[src/core/eipu_pkg.sv]
// constants, field layouts and bus carriers of the external interrupt unit
// assumes a 10 MHz system clock and a classic wishbone master on 32 bits
package eipu_pkg;

  // ************************************************************
  // register map (byte addresses)
  // ************************************************************
  localparam int        ADR_W        = 8;
  localparam logic [5:0] IDX_STATCTRL = 6'h00; // 0x0000
  localparam logic [5:0] IDX_CONFIG   = 6'h01; // 0x0004
  localparam logic [5:0] IDX_EVSTS    = 6'h02; // 0x0008
  localparam logic [5:0] IDX_EVMASK   = 6'h03; // 0x000C
  localparam logic [5:0] IDX_PINLVL   = 6'h04; // 0x0010

  // ************************************************************
  // fields
  // ************************************************************
  localparam int BIT_PENDING = 0; // ext_int_status_control
  localparam int BIT_ACK     = 1;
  localparam int BIT_MASK    = 2;
  localparam int BIT_MODE    = 3;
  localparam int BIT_PINEN   = 0; // second_configuration_word
  localparam int BIT_PINLVL  = 0;

  // sticky event bits
  localparam int EV_W        = 2;
  localparam int EV_LATCHSET = 0;
  localparam int EV_CLEARED  = 1;

  // ************************************************************
  // reset values
  // ************************************************************
  localparam logic RST_MASK  = 1'b0;
  localparam logic RST_MODE  = 1'b0;
  localparam logic RST_PINEN = 1'b0;
  localparam logic [31:0] DAT_ZERO = 32'h0000_0000;

  // ************************************************************
  // carriers
  // ************************************************************
  typedef struct packed {
    logic             cyc;
    logic             stb;
    logic             we;
    logic [3:0]       sel;
    logic [ADR_W-1:0] adr;
    logic [31:0]      dat;
  } eipu_wb_req_t;

  typedef struct packed {
    logic        ack;
    logic [31:0] dat;
  } eipu_wb_rsp_t;

  typedef enum logic {SENSE_EDGE, SENSE_EDGE_LEVEL} eipu_sense_t;

endpackage

[src/core/eipu_top.sv]
// external interrupt pin unit: request latch, sensitivity, masks, wake
// assumes a classic wishbone master, one clock, pin pulled up outside
`timescale 1ns/1ps
module eipu_top (
  input  logic                  clk,          // 10 MHz system clock
  input  logic                  rst_n,        // async reset, active low
  input  eipu_pkg::eipu_wb_req_t wbReq,       // wishbone request
  output eipu_pkg::eipu_wb_rsp_t wbRsp,       // wishbone answer
  input  logic                  extIntPin_n,  // interrupt pin, active low
  input  logic                  vectorFetch,  // cpu fetches our vector
  input  logic                  cpuIntMask,   // global mask in condition codes
  output logic                  cpuIrqReq,    // to priority logic
  output logic                  wakeReq,      // leaves wait or stop
  output logic                  pinLevel,     // for branch on pin level
  output logic                  pinIsGpio,    // pin left to port functions
  output logic                  irq           // event interrupt level
);

  // ************************************************************
  // declarations
  // ************************************************************
  logic                 pinSync;
  logic                 pinPrev_q;
  logic                 reqLatch_q;
  logic                 reqLatch_d;
  logic                 localMask_q;
  eipu_pkg::eipu_sense_t sense_q;
  logic                 pinEnable_q;
  logic                 ack_q;
  logic [31:0]          rdat_q;
  logic                 busReq;
  logic                 wrTake;
  logic                 wrLane0;
  logic [5:0]           regIdx;
  logic                 fallEdge;
  logic                 levelActive;
  logic                 swAck;
  logic                 anyAck;
  logic                 request;
  logic                 levelMode;
  logic [eipu_pkg::EV_W-1:0] evSet;
  logic [eipu_pkg::EV_W-1:0] evStatus;
  logic [eipu_pkg::EV_W-1:0] evMask;
  logic                 evClrWr;
  logic                 evMskWr;
  logic                 ctlWrite;
  logic                 cfgWrite;
  logic [31:0]          rdWord;

  // ************************************************************
  // helpers
  // ************************************************************
  // word index from a byte address
  function automatic logic [5:0] word_idx(
    input logic [eipu_pkg::ADR_W-1:0] a
  );
    word_idx = a[7:2];
  endfunction

  // place a narrow field in the low bits of a bus word
  function automatic logic [31:0] low_word(
    input logic [3:0] v
  );
    low_word = {28'h000_0000, v};
  endfunction

  // write strobe of one register word; byte lane 0 holds every field
  function automatic logic wr_hit(
    input logic       take,
    input logic [5:0] idx,
    input logic [5:0] want
  );
    wr_hit = take & (idx == want);
  endfunction

  // ************************************************************
  // pin synchroniser
  // ************************************************************
  eipu_sync u_sync (
    .clk   (clk),
    .rst_n (rst_n),
    .din   (extIntPin_n),
    .dout  (pinSync)
  );

  always_ff @(posedge clk or negedge rst_n) begin
    if (!rst_n) pinPrev_q <= 1'b1;
    else        pinPrev_q <= pinSync;
  end

  // level seen by branch instructions, whatever the pin role
  assign pinLevel  = pinSync;
  assign pinIsGpio = ~pinEnable_q;

  // ************************************************************
  // wishbone slave
  // ************************************************************
  // one wait state: ack one cycle after the request, write lands on
  // the edge where the master sees ack, so a held request is taken once
  assign busReq  = wbReq.cyc & wbReq.stb;
  assign wrTake  = busReq & ack_q & wbReq.we;
  assign wrLane0 = wrTake & wbReq.sel[0];
  assign regIdx  = word_idx(wbReq.adr);

  always_ff @(posedge clk or negedge rst_n) begin
    if (!rst_n) ack_q <= 1'b0;
    else        ack_q <= busReq & ~ack_q;
  end

  // word of the addressed register, sampled when a read is taken
  always_comb begin
    rdWord = eipu_pkg::DAT_ZERO;
    case (regIdx)
      eipu_pkg::IDX_STATCTRL: begin
        // acknowledge bit is write-only and reads as zero
        rdWord = low_word({sense_q == eipu_pkg::SENSE_EDGE_LEVEL,
                           localMask_q, 1'b0, request});
      end
      eipu_pkg::IDX_CONFIG: begin
        rdWord = low_word({3'b000, pinEnable_q});
      end
      eipu_pkg::IDX_EVSTS: begin
        rdWord = low_word({2'b00, evStatus});
      end
      eipu_pkg::IDX_EVMASK: begin
        rdWord = low_word({2'b00, evMask});
      end
      eipu_pkg::IDX_PINLVL: begin
        rdWord = low_word({3'b000, pinSync});
      end
      default: begin
        // unmapped words answer with ack and zero
        rdWord = eipu_pkg::DAT_ZERO;
      end
    endcase
  end

  // read data captured at the request, steady while ack is high
  always_ff @(posedge clk or negedge rst_n) begin
    if (!rst_n) begin
      rdat_q <= eipu_pkg::DAT_ZERO;
    end else if (busReq & ~ack_q & ~wbReq.we) begin
      rdat_q <= rdWord;
    end
  end

  assign wbRsp.ack = ack_q;
  assign wbRsp.dat = rdat_q;

  // ************************************************************
  // write decode
  // ************************************************************
  assign ctlWrite = wr_hit(wrLane0, regIdx, eipu_pkg::IDX_STATCTRL);
  assign cfgWrite = wr_hit(wrLane0, regIdx, eipu_pkg::IDX_CONFIG);

  // ************************************************************
  // control bits
  // ************************************************************
  always_ff @(posedge clk or negedge rst_n) begin
    if (!rst_n) begin
      localMask_q <= eipu_pkg::RST_MASK;
    end else if (ctlWrite) begin
      localMask_q <= wbReq.dat[eipu_pkg::BIT_MASK];
    end
  end

  // sensitivity leaves reset as edge only
  always_ff @(posedge clk or negedge rst_n) begin
    if (!rst_n) begin
      sense_q <= eipu_pkg::SENSE_EDGE;
    end else if (ctlWrite) begin
      if (wbReq.dat[eipu_pkg::BIT_MODE])
        sense_q <= eipu_pkg::SENSE_EDGE_LEVEL;
      else
        sense_q <= eipu_pkg::SENSE_EDGE;
    end
  end

  always_ff @(posedge clk or negedge rst_n) begin
    if (!rst_n) begin
      pinEnable_q <= eipu_pkg::RST_PINEN;
    end else if (cfgWrite) begin
      pinEnable_q <= wbReq.dat[eipu_pkg::BIT_PINEN];
    end
  end

  // ************************************************************
  // request latch
  // ************************************************************
  assign levelMode = (sense_q == eipu_pkg::SENSE_EDGE_LEVEL);

  // no edge or level counts while the pin serves its port role
  assign fallEdge    = pinEnable_q & pinPrev_q & ~pinSync;
  assign levelActive = pinEnable_q & levelMode & ~pinSync;

  assign swAck  = ctlWrite & wbReq.dat[eipu_pkg::BIT_ACK];
  assign anyAck = swAck | vectorFetch;

  // an edge in the acknowledge cycle still latches, so none is lost
  always_comb begin
    reqLatch_d = reqLatch_q;
    if (fallEdge)
      reqLatch_d = 1'b1;
    else if (anyAck)
      reqLatch_d = 1'b0;
    else if (!pinEnable_q)
      reqLatch_d = 1'b0;
  end

  always_ff @(posedge clk or negedge rst_n) begin
    if (!rst_n) reqLatch_q <= 1'b0;
    else        reqLatch_q <= reqLatch_d;
  end

  // in level mode the low pin keeps the request up after an
  // acknowledge; it drops only once both have happened, any order
  // the latch is gated by the enable too: it clears one edge after the
  // pin is handed back, and that edge must not show a request
  assign request = (reqLatch_q & pinEnable_q) | levelActive;

  // ************************************************************
  // outputs to the cpu
  // ************************************************************
  // level mode users should set the local mask in the service routine,
  // else the request re-enters while the pin stays low
  assign cpuIrqReq = request & ~localMask_q & ~cpuIntMask;

  // purely combinational so it works with the cpu clocks stopped
  assign wakeReq   = request & ~localMask_q;

  // ************************************************************
  // event status and interrupt
  // ************************************************************
  assign evSet[eipu_pkg::EV_LATCHSET] = fallEdge & ~reqLatch_q;
  assign evSet[eipu_pkg::EV_CLEARED]  = anyAck & reqLatch_q & ~fallEdge;
  assign evClrWr = wr_hit(wrLane0, regIdx, eipu_pkg::IDX_EVSTS);
  assign evMskWr = wr_hit(wrLane0, regIdx, eipu_pkg::IDX_EVMASK);

  eipu_evbank #(
    .W (eipu_pkg::EV_W)
  ) u_evbank (
    .clk     (clk),
    .rst_n   (rst_n),
    .evSet   (evSet),
    .clrWr   (evClrWr),
    .clrBits (wbReq.dat[eipu_pkg::EV_W-1:0]),
    .mskWr   (evMskWr),
    .mskBits (wbReq.dat[eipu_pkg::EV_W-1:0]),
    .status  (evStatus),
    .mask    (evMask),
    .irq     (irq)
  );

endmodule // eipu_top

[src/core/eipu_sync.sv]
// two flip-flop synchroniser for the interrupt pin
// assumes the pin idles high (internal pull-up outside)
`timescale 1ns/1ps
module eipu_sync (
  input  logic clk,   // system clock
  input  logic rst_n, // async reset, active low
  input  logic din,   // asynchronous pin level
  output logic dout   // synchronised level
);
  logic meta_q;
  logic sync_q;

  // resets high so an idle pin gives no edge on release
  always_ff @(posedge clk or negedge rst_n) begin
    if (!rst_n) begin
      meta_q <= 1'b1;
      sync_q <= 1'b1;
    end else begin
      meta_q <= din;
      sync_q <= meta_q;
    end
  end

  assign dout = sync_q;
endmodule // eipu_sync

[src/core/eipu_evbank.sv]
// sticky event status, mask and level interrupt output
// assumes single-cycle event pulses and write strobes on clk
`timescale 1ns/1ps
module eipu_evbank #(
  parameter int W = 2 // number of event bits
) (
  input  logic         clk,      // system clock
  input  logic         rst_n,    // async reset, active low
  input  logic [W-1:0] evSet,    // event pulses
  input  logic         clrWr,    // write-one-to-clear strobe
  input  logic [W-1:0] clrBits,  // bits to clear
  input  logic         mskWr,    // mask write strobe
  input  logic [W-1:0] mskBits,  // new mask value
  output logic [W-1:0] status,   // sticky bits
  output logic [W-1:0] mask,     // mask, 1 enables
  output logic         irq       // level interrupt
);
  logic [W-1:0] sts_q;
  logic [W-1:0] msk_q;

  // set wins over a clear in the same cycle
  always_ff @(posedge clk or negedge rst_n) begin
    if (!rst_n) sts_q <= '0;
    else        sts_q <= (sts_q & ~(clrWr ? clrBits : '0)) | evSet;
  end

  always_ff @(posedge clk or negedge rst_n) begin
    if (!rst_n)     msk_q <= '0;
    else if (mskWr) msk_q <= mskBits;
  end

  assign status = sts_q;
  assign mask   = msk_q;
  assign irq    = |(sts_q & msk_q);
endmodule // eipu_evbank

[config.mk]
export PLATFORM = sky130hd
export DESIGN_NAME = eipu_top
export DESIGN_NICKNAME = d
export VERILOG_FILES = /design/src/core/eipu_pkg.sv /design/src/core/eipu_top.sv /design/src/core/eipu_sync.sv /design/src/core/eipu_evbank.sv
export SDC_FILE = /design/constraint.sdc
export NUM_CORES = 1
export LEC_CHECK = 0
export BUFFER_PORTS_ARGS = -buffer_cell sky130_fd_sc_hd__buf_2
export CORE_UTILIZATION = 37
export DETAILED_ROUTE_END_ITERATION = 8
export GPL_ROUTABILITY_DRIVEN = 0
export PLACE_DENSITY = 0.76
export SETUP_SLACK_MARGIN = 0.1
export SKIP_CTS_REPAIR_TIMING = 1
export SLEW_MARGIN = 20
export SYNTH_ARGS = -nofsm -noshare
export SYNTH_HDL_FRONTEND = slang
export SYNTH_SLANG_ARGS = --single-unit
export TNS_END_PERCENT = 5
[constraint.sdc]
create_clock -name clk -period 1.8 [get_ports clk]
set_input_delay 0.27 -clock clk [delete_from_list [all_inputs] [get_ports clk]]
set_output_delay 0.27 -clock clk [all_outputs]
set_load 0.03 [all_outputs]
* After elaboration in Yosys (flattened, before gate mapping)
Cells that the tools add are included.
** Word-level totals
- Flip-flop bits (word level) :: 44
- Bits of input ports :: 52
- Word-level logic and storage cells :: 59
** Operators by class
- Equality and inequality tests :: 5
- Mux-type cells :: 6
- Bitwise operators :: 35
- Reduce and logical (&&, ||, !) cells :: 2
** Operators with widths (number)
- 1-bit bitwise AND :: 21
- 4-bit one-hot mux with 5 select lines :: 1
- 6-bit by 2-bit == test with 1-bit output (second input constant) :: 2
- 1-bit inverter :: 8
- 6-bit by 1-bit == test with 1-bit output (second input constant) :: 1
- 6-bit by 3-bit == test with 1-bit output (second input constant) :: 1
- 6-bit zero test :: 1
- 2-bit bitwise AND :: 2
- 1-bit two-way mux :: 4
- 3-bit by 1-bit inequality test with 1-bit output (second input constant) :: 1
- 2-bit two-way mux :: 1
- 2-bit inverter :: 1
- 1-bit bitwise OR :: 2
- 2-bit bitwise OR :: 1
- 2-bit OR reduction :: 1

* Logic depth before layout (Yosys ltp)
Gate-level depths: netlist of run 1.
- Word-level depth :: 10
- Depth in mapped cells :: 5
- Depth with buffers taken out :: 4

* Hierarchy
From an unflattened synthesis of run 1, not the netlist that was laid out.
** Unflattened totals
- Cell total of the unflattened synthesis :: 98
- Area, all modules :: 988.4 um2
** By module, submodules not included
- eipu_top :: times used 1, cells an instance 85, area an instance 774.5 um2, sequential area each 251.5 um2
- eipu_evbank :: times used 1, cells an instance 11, area an instance 161.4 um2, sequential area each 100.1 um2
- eipu_sync :: times used 1, cells an instance 2, area an instance 52.6 um2, sequential area each 52.6 um2

* Worst setup path before layout of run 1
No wires, ideal clock.
- Path kind :: register to output
- Start :: register u_sync.sync_q, in the netlist u_sync.dout
- End :: output cpuIrqReq
- Arrival :: 1.307 ns
- Slack :: 0.223 ns
- Cell stages (with the launch flop) :: 4
- Cells stage by stage :: dfstp_2 > nor2b_1 > o21ai_0 > nor3_1
** Between the ends
- Word-level cells in the longest chain between the ends :: 5
** Ends and longest elaborated chain
- start: declaration :: RTL line eipu_sync.sv:11 : logic sync_q;
- start signal: assignment :: RTL line eipu_sync.sv:20 : sync_q <= meta_q;
- 1-bit inverter :: RTL line eipu_top.sv:194 : assign levelActive = pinEnable_q & levelMode & ~pinSync;
- 1-bit bitwise AND :: RTL line eipu_top.sv:194
- 1-bit bitwise OR :: RTL line eipu_top.sv:219 : assign request = (reqLatch_q & pinEnable_q) | levelActive;
- 1-bit bitwise AND (2 in a row) :: RTL line eipu_top.sv:226 : assign cpuIrqReq = request & ~localMask_q & ~cpuIntMask;
- end: declaration :: RTL line eipu_top.sv:12 : output logic cpuIrqReq,
No other way between the ends.

* Worst setup path after layout of run 1
Ends and elaborated chain as after synthesis.

==> flow_summary_export.csv, run 1 <==
group,metric,value,unit
cts,clock_tree.buffer_depth,2,
layout,syn2layout_area_growth,10.5,%
detailed_routing,ant_nets,0,
detailed_routing,drcViolationCount,0,
timing,fmax,626,MHz
flow_run,maxCapViolCount,0,
detailed_routing,viasPerCell,4.58,
layout,stdcell_area,0.00111,mm2
setup_path,cp-start-kind,"register",
synthesis,synth_area,0.00100,mm2
layout,seqCellArea,404,um2
layout,mostFrequentLayoutCells,"conb_1, buf_2, dfrtp_1",
detailed_routing,drt-total-wl,1760,um
die,die_h,54.1,um
global_routing,grt_pass1_vias,639,
setup_path,cp.arrival,1.33,ns
timing,period_minus_slack,1.60,ns
cts,path_clk_slew,0.10,ns
cts,h-tree-depth,1,
global_routing,gr-usage-all-layers,0.136,
power,powerDensity,688,mW/mm2
global_routing,grt-ovfl-total,0,
cts,clock_sinks,16,
layout,num_antenna_cells,0,
placement,place_area,0.00106,mm2
cts,cts_tree,"yes",
setup_path,critical_path_class,"register to primary output",
die,die_area,0.00292,mm2
setup_path,reg2regPathDepth,4,
synthesis,synth_cell_types,36,
power,p_leak,0.575,nW
cts,clk_latency,0.29,ns
layout,drive_gt1_frac,0.370,
global_routing,grt_max_degree,17,
die,rows,18,
synthesis,syn_area_per_cell,10.2,um2
die,core-area,0.00252,mm2
placement,dp_hpwl,1380,um
cts,clockRootBuffer,"clkbuf_4",
detailed_routing,drt-initial-drc-count,18,
status,outcome,"finished, final reports clean",
die,die_w,54.1,um
timing,slew_viol_final,0,
timing,setup_violations,0,
global_routing,antenna_found_initial,0,
synthesis,synth.area.top_cells,"dfrtp_1, buf_4, dfstp_2, mux2_4, a22o_1",
worst_hold_path,hp-class,"primary input to register",
detailed_routing,vias,719,
synthesis,syn_inst,98,
layout,final_nets,180,
timing,setup_tns,0,ns
layout,fillers,262,
detailed_routing,first_pass_iters,4,
synthesis,ys_warn_count,0,
placement,port_buffers,28,
synthesis,yosysTopAreaCell,"dfrtp_1",
setup_path,crit_fanout,5,
cts,cts_buffers,3,
synthesis,ys_seq_elements,16,
detailed_routing,routedWlPerCell,11.2,um
layout,multi_input_area,465,um2
setup_path,endpoint_kind,"primary output",
global_routing,grt_pass1_wl,2770,um
die,io-pin-count,90,
power,ir_drop,494,uV
die,start_util,0.398,
timing,rsz0062_at_grt,"no",
timing,finalHoldViolations,0,
timing,period_share,0.888,
worst_hold_path,whs_path_depth,1,
synthesis,yosysSeqAreaShare,0.403,
synthesis,yosysTopAreaCellShare,0.324,
setup_path,cp.required,1.53,ns
timing,fin_skew,0.00206,ns
-- stage by stage --
step           total power, W  cells  hold WS (ns)  utilization  setup slack [ns]
2_1_floorplan        0.000539    125       -0.0256            -             0.223
3_3_place_gp         0.000525    152         0.192        0.420             0.162
3_5_place_dp         0.000528    152         0.199        0.420             0.122
4_1_cts              0.000764    156        -0.117        0.434            0.0278
5_1_grt              0.000795    157        0.0569        0.439             0.157
6_report             0.000763    157        0.0692        0.439             0.202
-- routing by layer --
layer | share of wire | vias up | wire length [um] | global-route usage
li1 | - | 340 | - | -
met1 | 0.42 | 329 | 737 | 0.160
met2 | 0.49 | 46 | 867 | 0.235
met3 | 0.073 | 4 | 129 | 0.0169
met4 | 0.015 | 0 | 26 | 0.0812
met5 | 0 | - | 0 | 0
-- state kept, by name, indices dropped and copies added (netlist names) --
name and count:
pinEnable_q 1, localMask_q 1, ack_q 1, reqLatch_q 1
levelMode 1, rdat_q 4, u_sync.meta_q 1, pinPrev_q 1
u_evbank.status 2, u_evbank.mask 2, u_sync.dout 1
-- critical path, cell delays in order, from the launching register on --
cell and delay [ns]:
dfstp_2 0.59, nor2b_1 0.07, o21ai_2 0.16, nor3_1 0.06
buf_2 0.17
-- power by group --
group | internal [W] | switching [W] | total, W
combinational | 0.0000291 | 0.000118 | 0.000147
sequential | 0.000370 | 0.00000614 | 0.000376
clock | 0.000123 | 0.000117 | 0.000240
-- cell families after synthesis --
| logic type | share of synthesized area |
|---|---|
| buffers and inverters | 0.238 |
| other | 0.00374 |
| DFF | 0.403 |
| AOI/OAI and AO/OA | 0.0948 |
| muxes | 0.0948 |
| and+or+nand+nor | 0.166 |
-- cell type report --
type,count,area share
multi-input combinational,75,0.420
sequential,16,0.365
timing repair buffer,30,0.142
tap,30,0.0339
clock buffer,4,0.0327
inverter,2,0.00677
-- cell usage after synthesis, drive strengths merged --
library cell   n
buf           30
dfrtp         13
mux2           6
nor2           6
nand2          4
a22o           3
dfstp          3
nand4          3
nor3           3
clkbuf         2
inv            2
mux2i          2
nand3          2
nand3b         2
o2bb2ai        2
a211o          1
a21bo          1
a21oi          1
a31oi          1
and2           1
conb           1
nand2b         1
nor2b          1
nor3b          1
nor4           1
o211ai         1
o21ai          1
o31ai          1
or3            1
or4            1
-- worst paths after layout --
kind	end	slack, ns	start
setup / recovery	cpuIrqReq	0.20	u_sync.dout$_DFF_PN1_
hold / removal	u_sync.meta_q$_DFF_PN1_	0.07	extIntPin_n
setup reg to reg	localMask_q$_DFFE_PN0N_	0.44	ack_q$_DFF_PN0_
hold reg to reg	u_sync.dout$_DFF_PN1_	0.36	u_sync.meta_q$_DFF_PN1_
max in group asynchronous	u_sync.dout$_DFF_PN1_	1.09	rst_n
min in group asynchronous	reqLatch_q$_DFFE_PN0P_	0.41	rst_n
Note: power is estimated with default switching activity, not from simulation.
==> inputs of run 2 (changes only) <==
--- a/config.mk
+++ b/config.mk
@@ -5,11 +5,12 @@
 export SDC_FILE = /design/constraint.sdc
 export NUM_CORES = 1
 export LEC_CHECK = 0
-export BUFFER_PORTS_ARGS = -buffer_cell sky130_fd_sc_hd__buf_2
-export CORE_UTILIZATION = 37
+export ABC_CLOCK_PERIOD_IN_PS = 1800
+export CORE_UTILIZATION = 45
 export DETAILED_ROUTE_END_ITERATION = 8
+export DONT_BUFFER_PORTS = 1
 export GPL_ROUTABILITY_DRIVEN = 0
-export PLACE_DENSITY = 0.76
+export PLACE_DENSITY = 0.57
 export SETUP_SLACK_MARGIN = 0.1
 export SKIP_CTS_REPAIR_TIMING = 1
 export SLEW_MARGIN = 20
==> run 2 against run 1 <==
- via count down 13%
- worst setup slack better by 0.066 ns
- sequential cell count did not move
- sequential power hardly changed
- core utilization rose by 5.7 points
- first-iteration DRC count fell by 39%
- die area decreased by 17%
==> flow_summary_export.csv, run 2 (synthesis results as in run 1) <==
group,metric,value,unit
status,outcome,"finished, final reports clean",
layout,largest_register,"rdat_q",
timing,whs,0.125,ns
setup_path,reg2regPathDepth,4,
cts,cts_tree,"yes",
layout,largest_reg_flops,4,
global_routing,grt_pass1_vias,572,
detailed_routing,vias,622,
setup_path,reg2reg_to,"pinEnable_q$_DFFE_PN0P_",
detailed_routing,drt-total-wl,1590,um
cts,clk_latency,0.28,ns
timing,fin_ws,0.268,ns
global_routing,grt-ovfl-total,0,
detailed_routing,drt-initial-drc-count,11,
setup_path,reg2reg_from,"ack_q$_DFF_PN0_",
layout,final_cells,131,
power,seqPwrFrac,0.518,
timing,slew_viol_final,0,
placement,dp_hpwl,1270,um
die,die_h,49.2,um
layout,seqCellArea,404,um2
die,core-area,0.00202,mm2
layout,num_antenna_cells,0,
cts,h-tree-depth,1,
die,rows,16,
timing,finalHoldViolations,0,
power,p_switching,0.000218,W
layout,final_nets,157,
detailed_routing,viasPerCell,4.75,
power,power.internal,0.000510,W
detailed_routing,first_pass_iters,4,
global_routing,gr-usage-all-layers,0.140,
timing,max-slew-margin-rel,0.533,
timing,worst_pin_slew,0.698,ns
cts,clock_tree.buffer_depth,2,
layout,drive_gt1_frac,0.221,
setup_path,crit_fanout,3,
placement,port_buffers,0,
setup_path,critical_path_class,"register to primary output",
timing,period_minus_slack,1.53,ns
timing,fmax,653,MHz
timing,rsz0062_at_grt,"no",
power,ir_drop,486,uV
die,die_area,0.00242,mm2
power,p_comb_frac,0.165,
timing,fin_skew,0.00226,ns
die,start_util,0.496,
setup_path,critPathLaunch,"u_sync.dout$_DFF_PN1_",
global_routing,grt_max_degree,17,
timing,setup_violations,0,
setup_path,cp.arrival,1.26,ns
power,powerDensity,725,mW/mm2
cts,cts_buffers,3,
cts,path_clk_slew,0.09,ns
setup_path,endpoint_kind,"primary output",
power,switching_share,0.299,
power,p_leak,0.479,nW
die,io-pin-count,90,
layout,final_common_cell,"conb_1",
power,clockPowerShare,0.318,
placement,place_ws,0.268,ns
detailed_routing,routedWlPerCell,12.1,um
layout,multi_input_area,465,um2
die,die_w,49.2,um
layout,syn2layout_area_growth,0.124,%
layout,fillers,195,
timing,setup_tns,0,ns
setup_path,cp-start-kind,"register",
placement,dp.cells,125,
detailed_routing,drcViolationCount,0,
global_routing,grt_pass1_wl,2570,um
setup_path,cp.required,1.53,ns
cts,clock_sinks,16,
layout,mostFrequentLayoutCells,"conb_1, dfrtp_1, nor2_1",
global_routing,antenna_found_initial,0,
worst_hold_path,hp-class,"primary input to register",
setup_path,rrSetupSlack,0.41,ns
timing,period_share,0.851,
cts,clockRootBuffer,"clkbuf_4",
detailed_routing,ant_nets,0,
setup_path,crit_end,"cpuIrqReq",
flow_run,maxCapViolCount,0,
==> run 2: how the worst min path moves through the flow <==
stage | start | endpoint | slack [ns] | depth (start not counted)
after floorplan | rst_n | ack_q$_DFF_PN0_ | -0.03 | 0
after global placement | rst_n | rdat_q[1]$_DFFE_PN0P_ | -0.03 | 0
after detailed placement | rst_n | rdat_q[1]$_DFFE_PN0P_ | -0.03 | 0
after CTS | rst_n | u_evbank.mask[0]$_DFFE_PN0P_ | -0.34 | 0
after global routing | wbReq[0] | pinEnable_q$_DFFE_PN0P_ | 0.10 | 1
final | wbReq[0] | pinEnable_q$_DFFE_PN0P_ | 0.12 | 1
==> run 2: per-stage QoR <==
stage | cell area [um2] | power, W | utilization
after global placement | 945 | 0.000492 | 0.467
after floorplan | 1100 | 0.000539 | -
after detailed placement | 945 | 0.000493 | 0.467
final | 1000 | 0.000728 | 0.497
after global routing | 1000 | 0.000766 | 0.497
after CTS | 981 | 0.000727 | 0.485
==> run 2: power by group through the flow <==
stage | sequential, W | clock [W] | combinational, W
5_1_grt | 0.000378 | 0.000259 | 0.000128
6_report | 0.000377 | 0.000231 | 0.000120
3_5_place_dp | 0.000384 | 0 | 0.000109
2_1_floorplan | 0.000386 | 0 | 0.000153
4_1_cts | 0.000377 | 0.000241 | 0.000109
3_3_place_gp | 0.000384 | 0 | 0.000109
==> run 2: layout make-up <==
type	instances	area share
well taps	27	0.0336
clock buffers	4	0.0361
inverters	2	0.00747
flip-flops and latches	16	0.402
multi-input cells	75	0.463
repair buffers	7	0.0573
==> run 2: critical path, cell delays in order (launching register included) <==
cell and delay [ns]:
dfstp_2 0.54, nor2b_1 0.05, o21ai_2 0.17, nor3_1 0.06, buf_4 0.17
==> run 2: layer usage <==
| layer | track usage | vias up | part of all wire |
|---|---|---|---|
| li1 | - | 294 | - |
| met1 | 0.176 | 293 | 0.44 |
| met2 | 0.212 | 33 | 0.48 |
| met3 | 0.0779 | 2 | 0.078 |
| met4 | 0.0196 | 0 | 0.0063 |
| met5 | 0 | - | 0 |
==> inputs of run 3 (changes only) <==
--- a/config.mk
+++ b/config.mk
@@ -10,7 +10,7 @@
 export DETAILED_ROUTE_END_ITERATION = 8
 export DONT_BUFFER_PORTS = 1
 export GPL_ROUTABILITY_DRIVEN = 0
-export PLACE_DENSITY = 0.57
+export PLACE_DENSITY_LB_ADDON = 0.05
 export SETUP_SLACK_MARGIN = 0.1
 export SKIP_CTS_REPAIR_TIMING = 1
 export SLEW_MARGIN = 20
==> run 3 against run 2 <==
- global-route usage is 0.17 points lower
- wire length is 0.25% higher
- non-clock buffer count stayed put
- cell count stayed put
- sequential cell count stayed put
- register-to-register slack hardly changed
- final area stayed put
- die area stayed put
- fmax is 0.35% lower
==> flow_summary_export.csv, run 3 (synthesis results as in run 1) <==
group,metric,value,unit
timing,period_share,0.854,
layout,final_cells,131,
setup_path,cp.arrival,1.27,ns
setup_path,reg2regPathDepth,4,
timing,finalHoldViolations,0,
placement,dp_hpwl,1260,um
placement,port_buffers,0,
layout,final_common_cell,"conb_1",
timing,setup_violations,0,
global_routing,grt-ovfl-total,0,
layout,fillers,197,
flow_run,maxCapViolCount,0,
worst_hold_path,hp-class,"primary input to register",
timing,max-slew-margin-rel,0.535,
detailed_routing,drcViolationCount,0,
cts,h-tree-depth,1,
global_routing,grt_max_degree,17,
setup_path,crit_fanout,3,
placement,place_ws,0.272,ns
setup_path,endpoint_kind,"primary output",
die,rows,16,
worst_hold_path,hp-start,"wbReq[0]",
timing,setup_tns,0,ns
global_routing,antenna_found_initial,0,
die,die_w,49.2,um
global_routing,grt_pass1_wl,2460,um
cts,clock_sinks,16,
detailed_routing,first_pass_iters,5,
setup_path,critical_path_class,"register to primary output",
detailed_routing,drt-total-wl,1590,um
cts,clock_tree.buffer_depth,2,
power,ir_drop,634,uV
status,outcome,"finished, final reports clean",
timing,fmax,651,MHz
power,powerDensity,732,mW/mm2
setup_path,cp-start-kind,"register",
worst_hold_path,min_to,"pinEnable_q$_DFFE_PN0P_",
timing,whs,0.113,ns
detailed_routing,viasPerCell,4.87,
timing,worst_pin_slew,0.695,ns
die,core-area,0.00202,mm2
detailed_routing,vias,638,
cts,clk_latency,0.29,ns
placement,place_area,945,um2
setup_path,reg2reg_to,"pinEnable_q$_DFFE_PN0P_",
layout,mostFrequentLayoutCells,"conb_1, dfrtp_1, nor2_1",
layout,syn2layout_area_growth,0.124,%
detailed_routing,drt-initial-drc-count,20,
power,p_leak,0.479,nW
cts,cts_tree,"yes",
placement,dp.cells,125,
global_routing,gr-usage-all-layers,0.138,
die,io-pin-count,90,
timing,rsz0062_at_grt,"no",
timing,period_minus_slack,1.54,ns
die,start_util,0.496,
layout,stdcell_area,0.00100,mm2
setup_path,reg2reg_from,"ack_q$_DFF_PN0_",
worst_hold_path,whs_path_depth,1,
timing,fin_ws,0.263,ns
global_routing,grt_pass1_vias,522,
layout,final_nets,157,
layout,largest_register,"rdat_q",
setup_path,cp.required,1.53,ns
layout,drive_gt1_frac,0.221,
layout,num_antenna_cells,0,
die,die_h,49.2,um
timing,fin_skew,0.00112,ns
detailed_routing,ant_nets,0,
cts,clockRootBuffer,"clkbuf_4",
cts,path_clk_slew,0.09,ns
timing,slew_viol_final,0,
die,die_area,0.00242,mm2
setup_path,rrSetupSlack,0.41,ns
cts,cts_buffers,3,
layout,largest_reg_flops,4,
detailed_routing,routedWlPerCell,12.1,um
run 3: cell counts in the layout (fill, tap and decap cells not counted):
No cell type changed its count.
run 3: worst max-delay path by stage:
stage	depth (start not counted)	start	endpoint
after floorplan	3	u_sync.dout$_DFF_PN1_	cpuIrqReq
after global placement	4	wbReq[37]	levelMode$_DFFE_PN0N_
after detailed placement	4	wbReq[37]	localMask_q$_DFFE_PN0N_
after CTS	4	u_sync.dout$_DFF_PN1_	cpuIrqReq
after global routing	4	levelMode$_DFFE_PN0N_	cpuIrqReq
final	4	u_sync.dout$_DFF_PN1_	cpuIrqReq
run 3: final cells by class:
type	instances	area (um2)	share of cell area
Clock buffer	4	36.3	0.0361
Tap cell	27	33.8	0.0336
Timing Repair Buffer	7	57.6	0.0573
Multi-Input combinational cell	75	465	0.463
Inverter	2	7.51	0.00747
Sequential cell	16	404	0.402
run 3: routing by layer:
layer,share of wire,track usage,vias up
li1,-,-,296
met1,0.42,0.173,299
met2,0.47,0.205,39
met3,0.098,0.0685,4
met4,0.0069,0.0441,0
met5,0,0,-
run 3: critical path, stage by stage, from the launching register on:
cell     delay [ns]
dfstp_2        0.54
nor2b_1        0.05
o21ai_2        0.16
nor3_1         0.06
buf_4          0.17
run 3: power by group:
part	internal (W)	switching [W]	total, W
registers	0.000370	0.00000688	0.000377
logic	0.0000176	0.000102	0.000120
clock network	0.000123	0.000115	0.000239
run 3: metrics by stage:
step           power (W)   util
3_3_place_gp    0.000493  0.467
3_5_place_dp    0.000493  0.467
2_1_floorplan   0.000539      -
5_1_grt         0.000775  0.497
4_1_cts         0.000733  0.485
6_report        0.000735  0.497
